**config.mk**
```make
export PLATFORM = sky130hd
export DESIGN_NAME = aidr_diag_record
export DESIGN_NICKNAME = d
export VERILOG_FILES = /design/src/core/aidr_diag_record.v /design/src/core/aidr_us_ticker.v
export VERILOG_INCLUDE_DIRS = /design/src /design/src/core
export SDC_FILE = /design/constraint.sdc
export NUM_CORES = 1
export LEC_CHECK = 0
export BUFFER_PORTS_ARGS = -buffer_cell sky130_fd_sc_hd__buf_2
export CAP_MARGIN = 10
export CORE_ASPECT_RATIO = 0.5
export CORE_MARGIN = 2
export CORE_UTILIZATION = 31
export CTS_CLUSTER_SIZE = 25
export DETAILED_ROUTE_END_ITERATION = 8
export SYNTH_ARGS = -nofsm -noshare
export SYNTH_HDL_FRONTEND = slang
export SYNTH_SLANG_ARGS = --single-unit
```
**constraint.sdc**
```tcl
create_clock -name ref_clk -period 4.9 [get_ports ref_clk]
set_input_delay 0.245 -clock ref_clk [delete_from_list [all_inputs] [get_ports ref_clk]]
set_output_delay 0.245 -clock ref_clk [all_outputs]
set_load 0.03 [all_outputs]
```
**src/core/aidr_defines.vh**
```
/*
 Constants for the analog input diagnostic record: record byte layout,
 field positions, fixed codes and microsecond tick timing.
 Assumes inclusion by bare name from the core modules.
*/
`ifndef AIDR_DEFINES_VH
`define AIDR_DEFINES_VH

// ==========================================
// Record byte indices (diagnostic record)
`define AIDR_IDX_MOD_FAULT 5'h00
`define AIDR_IDX_KIND 5'h01
`define AIDR_IDX_DIAG_BITS_PER_CHANNEL 5'h02
`define AIDR_IDX_NUMCH 5'h03
`define AIDR_IDX_GRP_FAULT 5'h04
`define AIDR_IDX_CH0_FAULT 5'h05
`define AIDR_IDX_SPARE_FIRST 5'h09
`define AIDR_IDX_SPARE_LAST 5'h0C
`define AIDR_IDX_TS0 5'h0D
`define AIDR_IDX_TS3 5'h10
// ==========================================
// Input image byte offsets
`define AIDR_IMG_CH0 2'h0
`define AIDR_IMG_CH1 2'h2
// ==========================================
// Module fault flag bit positions
`define AIDR_MF_BUF_OVF 3
`define AIDR_MF_COMM_ERR 4
`define AIDR_MF_PI_LOST 6
// ==========================================
// Per-channel fault bit positions
`define AIDR_CF_PARAM 0
`define AIDR_CF_PI_LOST 5
`define AIDR_CF_UNDER 6
`define AIDR_CF_OVER 7
// ==========================================
// Fixed codes
`define AIDR_KIND_DIG_IN 7'h70
`define AIDR_KIND_ANA_IN 7'h71
`define AIDR_KIND_DIG_OUT 7'h72
`define AIDR_KIND_ANA_OUT 7'h73
`define AIDR_KIND_ANA_IO 7'h74
`define AIDR_KIND_COUNTER 7'h76
`define AIDR_DIAG_BITS_PER_CHANNEL_VAL 8'h08
`define AIDR_NUMCH_VAL 8'h04
// ==========================================
// Timing
`define AIDR_CLK_HZ 20000000
`define AIDR_TICK_NS 1000
`define AIDR_CLK_NS (1000000000 / `AIDR_CLK_HZ)
`define AIDR_TICK_CYC (`AIDR_TICK_NS / `AIDR_CLK_NS)
`define AIDR_TICK_W 5

`endif

```
**src/core/aidr_diag_record.v**
```verilog
/*
 Read-only diagnostic record and input image of a two-channel analog
 input module. Byte-wide read ports for record and image; writes are
 not accepted at all.
 Record bytes: 00h module faults, 01h channel kind, 02h diagnostic bits
 per channel, 03h channel count, 04h group faults, 05h..08h channel 0..3
 faults, 09h..0Ch spare channel bytes, 0Dh..10h timestamp, least
 significant byte first. Other indices read 00h.
 Image bytes: 0 and 1 channel 0 word, 2 and 3 channel 1 word, low byte
 at the even offset.
 Assumes fault conditions and sample values are synchronous to ref_clk
 and that the measuring front end sets them; a read byte appears one
 clock after its strobe and holds until the next strobe.
*/
// Function
// - Module fault bits 3,4,6: buffer overflow, communication error, interrupt lost
// - Channel kind byte holds 7-bit code, bit 7 reserved
// - Diagnostic bits per channel reads constant 08h
// - Channel count reads constant 04h
// - Group fault bit n set while channel group n has error
// - Per-channel bit 0 flags configuration or parameter error
// - Per-channel bits 5,6,7: interrupt lost, underflow, overflow
// - Spare channel bytes 4 to 7 are reserved, no information
// - Timestamp field captures microsecond count at incoming diagnostic event
// - Microsecond counter clears at power-on, counts each microsecond
// - Counter is 32 bits and wraps to zero
// - Input image: channel 0 at +0, channel 1 at +2
// - Per-channel error indicator: range, parameter, or enabled wire break
// - Departing event signalled automatically when the last cause disappears
// - Module fault indicator lit from first incoming to last departing
`timescale 1ns/1ps
`include "aidr_defines.vh"

module aidr_diag_record (
    input wire ref_clk,
    input wire rst,
    input wire [6:0] kind_code,
    input wire buf_overflow,
    input wire comm_error,
    input wire pi_lost_module,
    input wire [3:0] param_error,
    input wire [3:0] pi_lost_ch,
    input wire [3:0] range_under,
    input wire [3:0] range_over,
    input wire [3:0] wire_break,
    input wire [3:0] wire_break_en,
    input wire [15:0] sample_ch0,
    input wire [15:0] sample_ch1,
    input wire sample_valid,
    input wire [4:0] rec_addr,
    input wire rec_rd,
    output reg [7:0] rec_data,
    input wire [1:0] img_addr,
    input wire img_rd,
    output reg [7:0] img_data,
    output reg [3:0] channel_error_led,
    output reg module_fault_indicator,
    output reg diag_incoming,
    output reg diag_going
);

// ==========================================
// Microsecond counter
wire [31:0] us_count;

aidr_us_ticker u_ticker (
    .ref_clk(ref_clk),
    .rst(rst),
    .us_count_reg(us_count)
);

// ==========================================
// Module fault flags
reg [7:0] mod_fault_reg;
reg [7:0] mod_fault_next;

always @* begin
    mod_fault_next = 8'h00;
    mod_fault_next[`AIDR_MF_BUF_OVF] = buf_overflow;
    mod_fault_next[`AIDR_MF_COMM_ERR] = comm_error;
    mod_fault_next[`AIDR_MF_PI_LOST] = pi_lost_module;
end

always @(posedge ref_clk) begin
    if (rst) begin
        mod_fault_reg <= 8'h00;
    end else begin
        mod_fault_reg <= mod_fault_next;
    end
end

// ==========================================
// Per-channel fault bytes, group bits and error lamps
// Channel n forms group n on its own, so group and channel share an index
wire [31:0] ch_fault_next;
wire [3:0] grp_fault_bit;
wire [3:0] ch_lamp_next;
reg [31:0] ch_fault_reg;
reg [7:0] grp_fault_reg;

genvar g;
generate
    for (g = 0; g < 4; g = g + 1) begin : g_chan
        wire wire_break_live;
        wire [7:0] byte_next;
        assign wire_break_live = wire_break[g] & wire_break_en[g];
        assign byte_next[`AIDR_CF_PARAM] = param_error[g];
        // Bits 4..1 have no cause and stay low
        assign byte_next[4:1] = 4'h0;
        assign byte_next[`AIDR_CF_PI_LOST] = pi_lost_ch[g];
        assign byte_next[`AIDR_CF_UNDER] = range_under[g];
        assign byte_next[`AIDR_CF_OVER] = range_over[g];
        assign ch_fault_next[8*g +: 8] = byte_next;
        // A broken wire is only an error where its detection is enabled
        assign grp_fault_bit[g] = (|byte_next) | wire_break_live;
        assign ch_lamp_next[g] = range_under[g] | range_over[g] | param_error[g]
            | wire_break_live;
    end
endgenerate

always @(posedge ref_clk) begin
    if (rst) begin
        ch_fault_reg <= 32'h00000000;
        grp_fault_reg <= 8'h00;
        channel_error_led <= 4'h0;
    end else begin
        ch_fault_reg <= ch_fault_next;
        grp_fault_reg <= {4'h0, grp_fault_bit};
        channel_error_led <= ch_lamp_next;
    end
end

// ==========================================
// Diagnostic window events
wire any_fault_next;
wire window_opens;
wire window_closes;
reg any_fault_d_reg;

assign any_fault_next = (|mod_fault_next) | (|grp_fault_bit);
assign window_opens = any_fault_next & ~any_fault_d_reg;
assign window_closes = ~any_fault_next & any_fault_d_reg;

// Delay register resets to the idle level, so reset makes no false event
always @(posedge ref_clk) begin
    if (rst) begin
        any_fault_d_reg <= 1'b0;
        diag_incoming <= 1'b0;
        diag_going <= 1'b0;
        module_fault_indicator <= 1'b0;
    end else begin
        any_fault_d_reg <= any_fault_next;
        diag_incoming <= window_opens;
        // Going is raised by the block alone once every cause is gone
        diag_going <= window_closes;
        module_fault_indicator <= any_fault_next;
    end
end

// ==========================================
// Diagnostic timestamp
// Only the opening of a window is stamped; later causes inside it are lost
reg [31:0] diag_timestamp_reg;

always @(posedge ref_clk) begin
    if (rst) begin
        diag_timestamp_reg <= 32'h00000000;
    end else if (window_opens) begin
        diag_timestamp_reg <= us_count;
    end
end

// ==========================================
// Channel kind code
reg [7:0] kind_reg;

always @(posedge ref_clk) begin
    if (rst) begin
        kind_reg <= 8'h00;
    end else begin
        kind_reg <= {1'b0, kind_code};
    end
end

// ==========================================
// Record byte views
wire [7:0] ch0_fault_byte;
wire [7:0] ch1_fault_byte;
wire [7:0] ch2_fault_byte;
wire [7:0] ch3_fault_byte;
wire [7:0] spare_channel_fault_4;
wire [7:0] spare_channel_fault_5;
wire [7:0] spare_channel_fault_6;
wire [7:0] spare_channel_fault_7;
wire [7:0] ts_byte0;
wire [7:0] ts_byte1;
wire [7:0] ts_byte2;
wire [7:0] ts_byte3;

assign ch0_fault_byte = ch_fault_reg[7:0];
assign ch1_fault_byte = ch_fault_reg[15:8];
assign ch2_fault_byte = ch_fault_reg[23:16];
assign ch3_fault_byte = ch_fault_reg[31:24];
// Spare channel bytes carry no error information
assign spare_channel_fault_4 = 8'h00;
assign spare_channel_fault_5 = 8'h00;
assign spare_channel_fault_6 = 8'h00;
assign spare_channel_fault_7 = 8'h00;
assign ts_byte0 = diag_timestamp_reg[7:0];
assign ts_byte1 = diag_timestamp_reg[15:8];
assign ts_byte2 = diag_timestamp_reg[23:16];
assign ts_byte3 = diag_timestamp_reg[31:24];

// ==========================================
// Input image capture
// Both words load on one strobe so a reader never sees a mixed pair
reg [15:0] analog_value_ch0_reg;
reg [15:0] analog_value_ch1_reg;

always @(posedge ref_clk) begin
    if (rst) begin
        analog_value_ch0_reg <= 16'h0000;
        analog_value_ch1_reg <= 16'h0000;
    end else if (sample_valid) begin
        analog_value_ch0_reg <= sample_ch0;
        analog_value_ch1_reg <= sample_ch1;
    end
end

// Image byte views, little-endian words
wire [7:0] img_ch0_lo;
wire [7:0] img_ch0_hi;
wire [7:0] img_ch1_lo;
wire [7:0] img_ch1_hi;

assign img_ch0_lo = analog_value_ch0_reg[7:0];
assign img_ch0_hi = analog_value_ch0_reg[15:8];
assign img_ch1_lo = analog_value_ch1_reg[7:0];
assign img_ch1_hi = analog_value_ch1_reg[15:8];

// ==========================================
// Record read port
// There is no write path at all, so bus writes cannot alter any field
reg [7:0] rec_data_next;

always @* begin
    rec_data_next = rec_data;
    if (rec_rd) begin
        case (rec_addr)
            `AIDR_IDX_MOD_FAULT: rec_data_next = mod_fault_reg;
            `AIDR_IDX_KIND: rec_data_next = kind_reg;
            `AIDR_IDX_DIAG_BITS_PER_CHANNEL: rec_data_next = `AIDR_DIAG_BITS_PER_CHANNEL_VAL;
            `AIDR_IDX_NUMCH: rec_data_next = `AIDR_NUMCH_VAL;
            `AIDR_IDX_GRP_FAULT: rec_data_next = grp_fault_reg;
            `AIDR_IDX_CH0_FAULT: rec_data_next = ch0_fault_byte;
            5'h06: rec_data_next = ch1_fault_byte;
            5'h07: rec_data_next = ch2_fault_byte;
            5'h08: rec_data_next = ch3_fault_byte;
            `AIDR_IDX_SPARE_FIRST: rec_data_next = spare_channel_fault_4;
            5'h0A: rec_data_next = spare_channel_fault_5;
            5'h0B: rec_data_next = spare_channel_fault_6;
            `AIDR_IDX_SPARE_LAST: rec_data_next = spare_channel_fault_7;
            `AIDR_IDX_TS0: rec_data_next = ts_byte0;
            5'h0E: rec_data_next = ts_byte1;
            5'h0F: rec_data_next = ts_byte2;
            `AIDR_IDX_TS3: rec_data_next = ts_byte3;
            default: rec_data_next = 8'h00;
        endcase
    end
end

// Read byte holds until the next strobe
always @(posedge ref_clk) begin
    if (rst) begin
        rec_data <= 8'h00;
    end else begin
        rec_data <= rec_data_next;
    end
end

// ==========================================
// Image read port
reg [7:0] img_data_next;

always @* begin
    img_data_next = img_data;
    if (img_rd) begin
        case (img_addr)
            `AIDR_IMG_CH0: img_data_next = img_ch0_lo;
            2'h1: img_data_next = img_ch0_hi;
            `AIDR_IMG_CH1: img_data_next = img_ch1_lo;
            2'h3: img_data_next = img_ch1_hi;
            default: img_data_next = 8'h00;
        endcase
    end
end

always @(posedge ref_clk) begin
    if (rst) begin
        img_data <= 8'h00;
    end else begin
        img_data <= img_data_next;
    end
end

endmodule // aidr_diag_record

```
**src/core/aidr_us_ticker.v**
```verilog
/*
 Free-running 32-bit microsecond counter with divided tick.
 Assumes one clock at the rate in the defines and a synchronous reset.
*/
`timescale 1ns/1ps
`include "aidr_defines.vh"

module aidr_us_ticker (
    input wire ref_clk,
    input wire rst,
    output reg [31:0] us_count_reg
);

// ==========================================
// Divider
localparam integer TICK_LAST = `AIDR_TICK_CYC - 1;
// Last divider count, cut to the divider width on purpose
wire [31:0] tick_last_full = TICK_LAST;
reg [`AIDR_TICK_W-1:0] div_reg;
wire tick = (div_reg == tick_last_full[`AIDR_TICK_W-1:0]);

always @(posedge ref_clk) begin
    if (rst) begin
        div_reg <= {`AIDR_TICK_W{1'b0}};
        us_count_reg <= 32'h0;
    end else begin
        if (tick) begin
            div_reg <= {`AIDR_TICK_W{1'b0}};
            // Natural wrap at all ones
            us_count_reg <= us_count_reg + 32'h1;
        end else begin
            div_reg <= div_reg + {{(`AIDR_TICK_W-1){1'b0}}, 1'b1};
        end
    end
end

endmodule // aidr_us_ticker

```
==> Yosys cells after proc, flatten, opt, wreduce, memory -nomap -nowiden <==
Index checks and enable logic that the tools add are counted.
W data, S select, Z words.
{ "op_classes": {"addsub": 2, "eq_ne": 16, "n_mux": 2, "bitwise_logic": 25, "n_reduce_logical": 9} }
{ "op_table": {"columns": ["operator", "count"], "rows": [
  ["$pmux W8 S13", 1],
  ["$add A32 B1 Y32 const B", 1],
  ["$pmux W8 S4", 1],
  ["$eq A5 B3 Y1 const B", 4],
  ["$eq A5 B4 Y1 const B", 4],
  ["$reduce_or A4 Y1", 5],
  ["$or A1 B1 Y1", 17],
  ["$eq A5 B2 Y1 const B", 2],
  ["$eq A5 B5 Y1 const B", 2],
  ["$and A1 B1 Y1", 6],
  ["$add A5 B1 Y5 const B", 1],
  ["$eq A5 B1 Y1 const B", 1],
  ["$logic_not A5 Y1", 1],
  ["$eq A2 B2 Y1 const B", 2],
  ["$reduce_or A3 Y1", 1],
  ["$eq A2 B1 Y1 const B", 1],
  ["$logic_not A2 Y1", 1],
  ["$not A1 Y1", 2],
  ["$reduce_or A2 Y1", 1]
]} }
{ "word_totals": {"register_bits": 180, "input_bits": 78} }

==> Depth between registers and ports, before layout <==
Gate-level depths: netlist of the first run.
{ "depth": {"ltp_word": 6, "mapped_depth": 6, "depth_no_buf": 5} }

==> Modules after synthesis <==
Synthesis of the first run repeated with hierarchy kept, for this count alone.
{ "unflattened": {"cells_unflattened": 780, "area_unflattened_um2": 7339.5} }
{ "modules_own_cells": {"columns": ["module", "n_inst", "cells_each", "area_per_inst_um2"], "rows": [
  ["aidr_diag_record", 1, 581, 5649.2],
  ["aidr_us_ticker", 1, 199, 1690.4]
]} }

==> Worst setup path after synthesis of the first run <==
Ideal clock, no wire load.
{ "synth_path": {"path_type": "register to register", "start": "register u_ticker.div_reg[0]", "end": "register u_ticker.us_count_reg[31]", "t_arrival_ns": 1.584, "path_slack_ns": 3.195, "path_stages_with_launch": 6, "n_path_buf": 0, "synth_period_minus_slack_ns": 1.705, "path_cell_list": "dfxtp_1 > ha_1 > and4bb_2 > nand3_1 > nor4_1 > mux2_2"} }
{ "synth_between": {"elab_chain_cells": 1} }
{ "synth_lines": {"columns": ["item", "line_no", "rtl"], "rows": [
  ["start: declaration", "aidr_us_ticker.v:19", "reg [`AIDR_TICK_W-1:0] div_reg;"],
  ["start signal: assignment", "aidr_us_ticker.v:24", "div_reg <= {`AIDR_TICK_W{1'b0}};"],
  ["start signal: assignment", "aidr_us_ticker.v:28", "div_reg <= {`AIDR_TICK_W{1'b0}};"],
  ["start signal: assignment", "aidr_us_ticker.v:32", "div_reg <= div_reg + {{(`AIDR_TICK_W-1){1'b0}}, 1'b1};"],
  ["$eq A5 B5 Y1", "aidr_us_ticker.v:20", "wire tick = (div_reg == tick_last_full[`AIDR_TICK_W-1:0]);"],
  ["end signal: assignment", "aidr_us_ticker.v:30", "us_count_reg <= us_count_reg + 32'h1;"],
  ["end: declaration", "aidr_us_ticker.v:11", "output reg [31:0] us_count_reg"]
]} }
No other way between the ends.
A chain may end at the register's enable or synchronous reset.

==> Worst setup path in the final report of the first run <==
Same ends and word-level chain as after synthesis.

==> results.py, run 1 <==
metrics = {
    "outcome": {
        "status": "complete, no violations",
    },
    "synthesis": {
        "ys_seq_area_frac": 0.414,
        "ys_ff_latch": 154,
        "async_flop_share": 0,
        "syn_nets": 868,
        "synthXorXnorAreaFrac": 0.0130,
        "synth_top_area_share": 0.414,
        "yosys.area_share.simple": 0.219,
        "synth_flop_cell": "dfxtp_1",
        "synth_fa_ha_area_frac": 0.00336,
        "ys_types": 68,
        "synth_area_leader_cell": "dfxtp_1",
        "syn_inst": 788,
        "syn_avg_cell_area_um2": 9.44,
        "synthMuxAreaShare": 0.101,
        "syn_area_mm2": 0.00744,
        "yosys_warnings": 0,
        "synth_compound_area_frac": 0.198,
        "synth_edf_count": 0,
        "synth_top_family_by_area": "simple AND/OR/NAND/NOR gates",
        "synthTopCellsByArea": "dfxtp_1, mux2i_1, or3b_2",
    },
    "clock_network": {
        "tritoncts": "done",
        "numCtsBuffers": 17,
        "path_clk_slew_ps": 70,
        "cts_hold_buf": 0,
        "clock_latency_ps": 440,
        "cts_root_buf": "clkbuf_16",
        "cts_buffer_depth": 2,
        "cts_setup_buffers": 0,
        "h-tree-depth": 4,
        "cts_resized": 0,
        "clkSinkCount": 154,
    },
    "sta": {
        "period_share": 0.513,
        "fin_crit_ps": 2510,
        "rsz0062_at_grt": "no",
        "worst_slack_ps": 2390,
        "finalHoldViolations": 0,
        "finalMaxSlewViolations": 0,
        "setup_viol": 0,
        "max_freq_mhz": 398,
        "fin_setup_tns_ps": 0,
        "clock_skew_ps": 10.6,
        "tightest_slew_ps": 1180,
        "maxSlewHeadroom": 0.214,
    },
    "power_and_ir_drop": {
        "pwr-share-seq": 0.460,
        "p_sw_mw": 0.693,
        "intPower_mw": 2.15,
        "switching_share": 0.244,
        "p_per_area_mw_per_mm2": 328,
        "clkPwrFrac": 0.462,
        "max-vdd-ir-drop_mv": 0.202,
        "combPwrFrac": 0.079,
        "power_leakage_nw": 3.20,
    },
    "detailed_routing": {
        "wl_per_cell_um": 17.1,
        "drc": 0,
        "top_layer_used": "met4",
        "ant_nets": 0,
        "wl_met1_mm": 9.48,
        "routed-via-count": 6473,
        "firstDrtPassIters": 5,
        "viasPerCell": 5.54,
        "drt_iter0_markers": 766,
        "routed_wl_mm": 20.0,
        "dr_wl_met3_mm": 1.32,
        "wl_met2_mm": 8.95,
    },
    "hold_path": {
        "hold_class": "input port to register",
        "hp-start": "kind_code[3]",
        "hold_depth": 2,
        "holdPathEnd": "kind_reg[3]$_SDFF_PP0_",
    },
    "global_route": {
        "grt_pass1_vias": 6071,
        "grt_pass1_wl_mm": 32.5,
        "grt_max_degree": 183,
        "grt_overflow": 0,
        "grtUsageTotal": 0.160,
        "antenna_found_initial": 0,
    },
    "setup_path": {
        "endpoint_kind": "register",
        "cp_max_fo": 15,
        "worstPathRequired_ps": 5220,
        "r2r-end": "u_ticker.us_count_reg[31]$_SDFFE_PP0P_",
        "worst_ep_arrival_time_ps": 2830,
        "critPathKind": "register to register",
        "rrSetupSlack_ps": 2390,
        "r2r-start": "u_ticker.div_reg[0]$_SDFF_PP0_",
        "ff2ff_path_depth": 5,
        "start_kind": "register",
    },
    "placement": {
        "dp_slack_ps": 2040,
        "gp_congestion": 0.823,
        "portBuffers": 100,
        "place_hpwl_mm": 13.0,
    },
    "floorplanning": {
        "initial_core_util": 0.313,
        "rows": 40,
        "dieArea_mm2": 0.0253,
        "core_area_mm2": 0.0238,
        "die_h_um": 114,
        "num_io_pins": 101,
        "fp.dieW_um": 223,
    },
    "final_layout": {
        "most-common-layout-cells": "dfxtp_1, buf_2, nor2_1",
        "final_common_cell": "dfxtp_1",
        "area_delta_synth_final_pct": 16.5,
        "drive_above_1_share": 0.245,
        "utilization": 0.364,
        "fin_nets": 922,
        "antennaDiodeCount": 0,
    },
    "run": {
        "maxCapViolCount": 0,
    },
}
## routing by layer
layer / global-route usage / vias up
met2: 0.249 / 219
met1: 0.217 / 3118
met5: 0 / -
li1: - / 3113
met4: 0.0412 / 0
met3: 0.0505 / 23
## worst max-delay path by stage
stage / slack [ps] / endpoint / start
2_1_floorplan: 3200 / u_ticker.us_count_reg[31]$_SDFFE_PP0P_ / u_ticker.div_reg[0]$_SDFF_PP0_
3_3_place_gp: 2180 / diag_incoming$_SDFF_PP0_ / wire_break[3]
3_5_place_dp: 2040 / diag_incoming$_SDFF_PP0_ / wire_break[3]
4_1_cts: 2350 / u_ticker.us_count_reg[31]$_SDFFE_PP0P_ / u_ticker.div_reg[0]$_SDFF_PP0_
5_1_grt: 2180 / u_ticker.us_count_reg[31]$_SDFFE_PP0P_ / u_ticker.div_reg[0]$_SDFF_PP0_
6_report: 2390 / u_ticker.us_count_reg[31]$_SDFFE_PP0P_ / u_ticker.div_reg[0]$_SDFF_PP0_
## through the flow
stage	instances	power [mW]	instance area [µm²]	hold WS, ps
after floorplan	788	1.48	7440	373
after global placement	1137	1.55	8060	450
after detailed placement	1137	1.56	8060	455
after CTS	1167	2.88	8640	9.76
after global routing	1168	2.96	8660	22.4
final	1168	2.85	8660	30.0
## power groups by stage
stage | logic, mW | clock network, mW | registers, mW
2_1_floorplan | 0.137 | 0 | 1.34
6_report | 0.224 | 1.31 | 1.31
4_1_cts | 0.225 | 1.35 | 1.31
3_5_place_dp | 0.224 | 0 | 1.34
3_3_place_gp | 0.220 | 0 | 1.33
5_1_grt | 0.245 | 1.40 | 1.31
## logic make-up after synthesis
kind of cell | Yosys count
AOI/OAI and AO/OA | 184
xor gates and xnor gates | 11
adders and majority gates | 2
buffers and inverters | 85
DFF | 154
muxes | 64
and+or+nand+nor | 288
## final cells by class
class                   instances  area (µm²)
flip-flops and latches        154        3080
clock buffers                  20         457
inverters                      13        48.8
repair buffers                107         588
fillers                      2385       15100
well taps                     315         394
clock inverters                10         118
multi-input cells             549        3980
## worst max-delay path, stage by stage, from the launching register on
cell      delay, ps
dfxtp_1         360
ha_1            250
and4bb_2        470
nand3_1         500
nor4_1          450
mux2_2          370
## cells in the mapped netlist (all sizes together), types with 18 or more instances
master and n:
nand3 18, mux2i 48, or3b 35, dfxtp 154, nor2 67, clkbuf 33
a41oi 32, buf 39, a31oi 32, a21oi 20, nand2 54, o221ai 33
nor2b 30
Power figures use the tool's default switching activity.
==> run 2, diff against run 1 <==
- clock period: 4.9 -> 2.4 ns (I/O delays scaled with it)
==> run 2 against run 1 <==
Clock-buffer cell count increased by 1. Die area unchanged. Via count increased by 6.3%. Utilization increased by 2.9 points. Flip-flop and latch count unchanged. Critical endpoint is now u_ticker.us_count_reg[19]$_SDFFE_PP0P_. Power increased by 98%.
==> results.py, run 2 (synthesis results as in run 1) <==
metrics = {
    "outcome": {
        "status": "complete, no violations",
    },
    "detailed_routing": {
        "drt_iter0_markers": 587,
        "routed_wl_mm": 21.2,
        "routed-via-count": 6878,
        "firstDrtPassIters": 5,
        "drc": 0,
        "ant_nets": 0,
        "viasPerCell": 5.50,
        "wl_per_cell_um": 17.0,
    },
    "setup_path": {
        "endpoint_kind": "register",
        "critPathBufInv": 1,
        "cpLargestDelayFamily": "simple AND/OR/NAND/NOR gates",
        "cp.depth": 6,
        "r2r-start": "u_ticker.div_reg[0]$_SDFF_PP0_",
        "cp-startpoint": "u_ticker.div_reg[0]$_SDFF_PP0_",
        "cp_max_fo": 11,
        "cp_slowest_stage_delay_ps": 450,
        "path_cells": "ha_1 > and4bb_2 > buf_4 > nand4_1 > or4_1 > a21oi_1",
        "rrSetupSlack_ps": 380,
        "worstPathRequired_ps": 2770,
        "critPathKind": "register to register",
        "crit_path_top_delay_cell": "or4_1",
        "worst_ep_arrival_time_ps": 2390,
        "start_kind": "register",
        "endpoint": "u_ticker.us_count_reg[19]$_SDFFE_PP0P_",
        "ff2ff_path_depth": 6,
        "r2r-end": "u_ticker.us_count_reg[19]$_SDFFE_PP0P_",
    },
    "run": {
        "maxCapViolCount": 0,
    },
    "final_layout": {
        "fin_cells": 1250,
        "most-common-layout-cells": "dfxtp_1, buf_2, nor2_1",
        "drive_above_1_share": 0.246,
        "fin_nets": 1003,
        "final_common_cell": "dfxtp_1",
        "antennaDiodeCount": 0,
        "area_delta_synth_final_pct": 25.7,
        "utilization": 0.393,
    },
    "sta": {
        "max_freq_mhz": 495,
        "setup_viol": 0,
        "clock_skew_ps": 11.7,
        "tightest_slew_ps": 968,
        "finalHoldViolations": 0,
        "finalMaxSlewViolations": 0,
        "period_share": 0.841,
        "fin_setup_tns_ps": 0,
        "fin_crit_ps": 2020,
        "maxSlewHeadroom": 0.355,
        "rsz0062_at_grt": "no",
    },
    "global_route": {
        "antenna_found_initial": 0,
        "grt_max_degree": 67,
        "grt_overflow": 0,
        "grt_pass1_vias": 6462,
        "grtUsageTotal": 0.169,
        "grt_pass1_wl_mm": 34.0,
    },
    "clock_network": {
        "clkSinkCount": 154,
        "cts_buffer_depth": 2,
        "clock_latency_ps": 440,
        "numCtsBuffers": 17,
        "h-tree-depth": 4,
        "cts_root_buf": "clkbuf_16",
        "tritoncts": "done",
        "path_clk_slew_ps": 60,
    },
    "placement": {
        "place_hpwl_mm": 14.0,
        "dpl.cell_count": 1161,
        "portBuffers": 100,
        "gp_congestion": 0.846,
    },
    "floorplanning": {
        "dieArea_mm2": 0.0253,
        "die_h_um": 114,
        "fp.dieW_um": 223,
        "core_area_mm2": 0.0238,
        "rows": 40,
        "num_io_pins": 101,
        "initial_core_util": 0.313,
    },
    "power_and_ir_drop": {
        "max-vdd-ir-drop_mv": 0.396,
        "power_leakage_nw": 3.51,
        "p_per_area_mw_per_mm2": 604,
    },
    "hold_path": {
        "hold_class": "input port to register",
    },
}
[run 2: cell types whose count changed in the layout (fill, tap and decap cells not counted)]
cell           delta
clkbuf_8          -2
dlygate4sd3_1    +58
buf_16            -1
clkbuf_1          +3
clkinvlp_4        +3
inv_6             -1
buf_4            +23
bufinv_16         -2
buf_12            +1
[run 2: through the flow]
stage | setup WS, ps | total power [mW] | area (µm²) | hold slack [ps]
final | 382 | 5.65 | 9350 | 55.0
after detailed placement | 412 | 3.20 | 8260 | 336
after global routing | 250 | 5.89 | 9350 | 53.5
after CTS | 384 | 5.73 | 9350 | 36.8
after floorplan | 695 | 3.02 | 7440 | 248
after global placement | 463 | 3.19 | 8260 | 334
[run 2: per-layer routing]
metal	share of wire	wire [µm]	vias to the layer above	GRT usage
met4	0.018	386	0	0.0600
met3	0.057	1220	29	0.0417
li1	-	-	3260	-
met5	0	0	-	0
met2	0.46	9720	244	0.268
met1	0.47	9910	3345	0.225
[run 2: how the worst min path moves through the flow]
stage / endpoint / slack (ps) / cells after the start / from
finish: rec_data[6]$_SDFFE_PP0P_ / 60 / 3 / rec_rd
global route: rec_data[6]$_SDFFE_PP0P_ / 50 / 3 / rec_rd
CTS: rec_data[6]$_SDFFE_PP0P_ / 40 / 3 / rec_rd
detailed placement: kind_reg[0]$_SDFF_PP0_ / 340 / 2 / kind_code[0]
global placement: kind_reg[4]$_SDFF_PP0_ / 330 / 2 / kind_code[4]
floorplan: ch_fault_reg[0]$_SDFF_PP0_ / 250 / 1 / param_error[0]
[run 2: worst min-delay path, stage by stage]
cell	delay (ps)
buf_2	140
a21oi_1	130
a311oi_1	50
[run 2: repair_timing]
action / in CTS / in global routing
endpoints found under the hold margin: 58 / 0
hold buffers: 58 / 0
resized for setup: 0 / 0
setup buffers: 0 / 0
[run 2: power breakdown]
part	leakage [nW]	switching, mW	internal, mW
registers	1.26	0.0352	2.63
logic	2.01	0.299	0.253
clock network	0.240	1.11	1.31
total	3.51	1.44	4.20
[run 2: area by class of cell]
type	count	area, µm²
clock inverters	10	71.3
clock buffers	21	440
flip-flops and latches	154	3080
inverters	13	48.8
repair buffers	188	1330
multi-input cells	549	3980
well taps	315	394
fillers	2343	14400
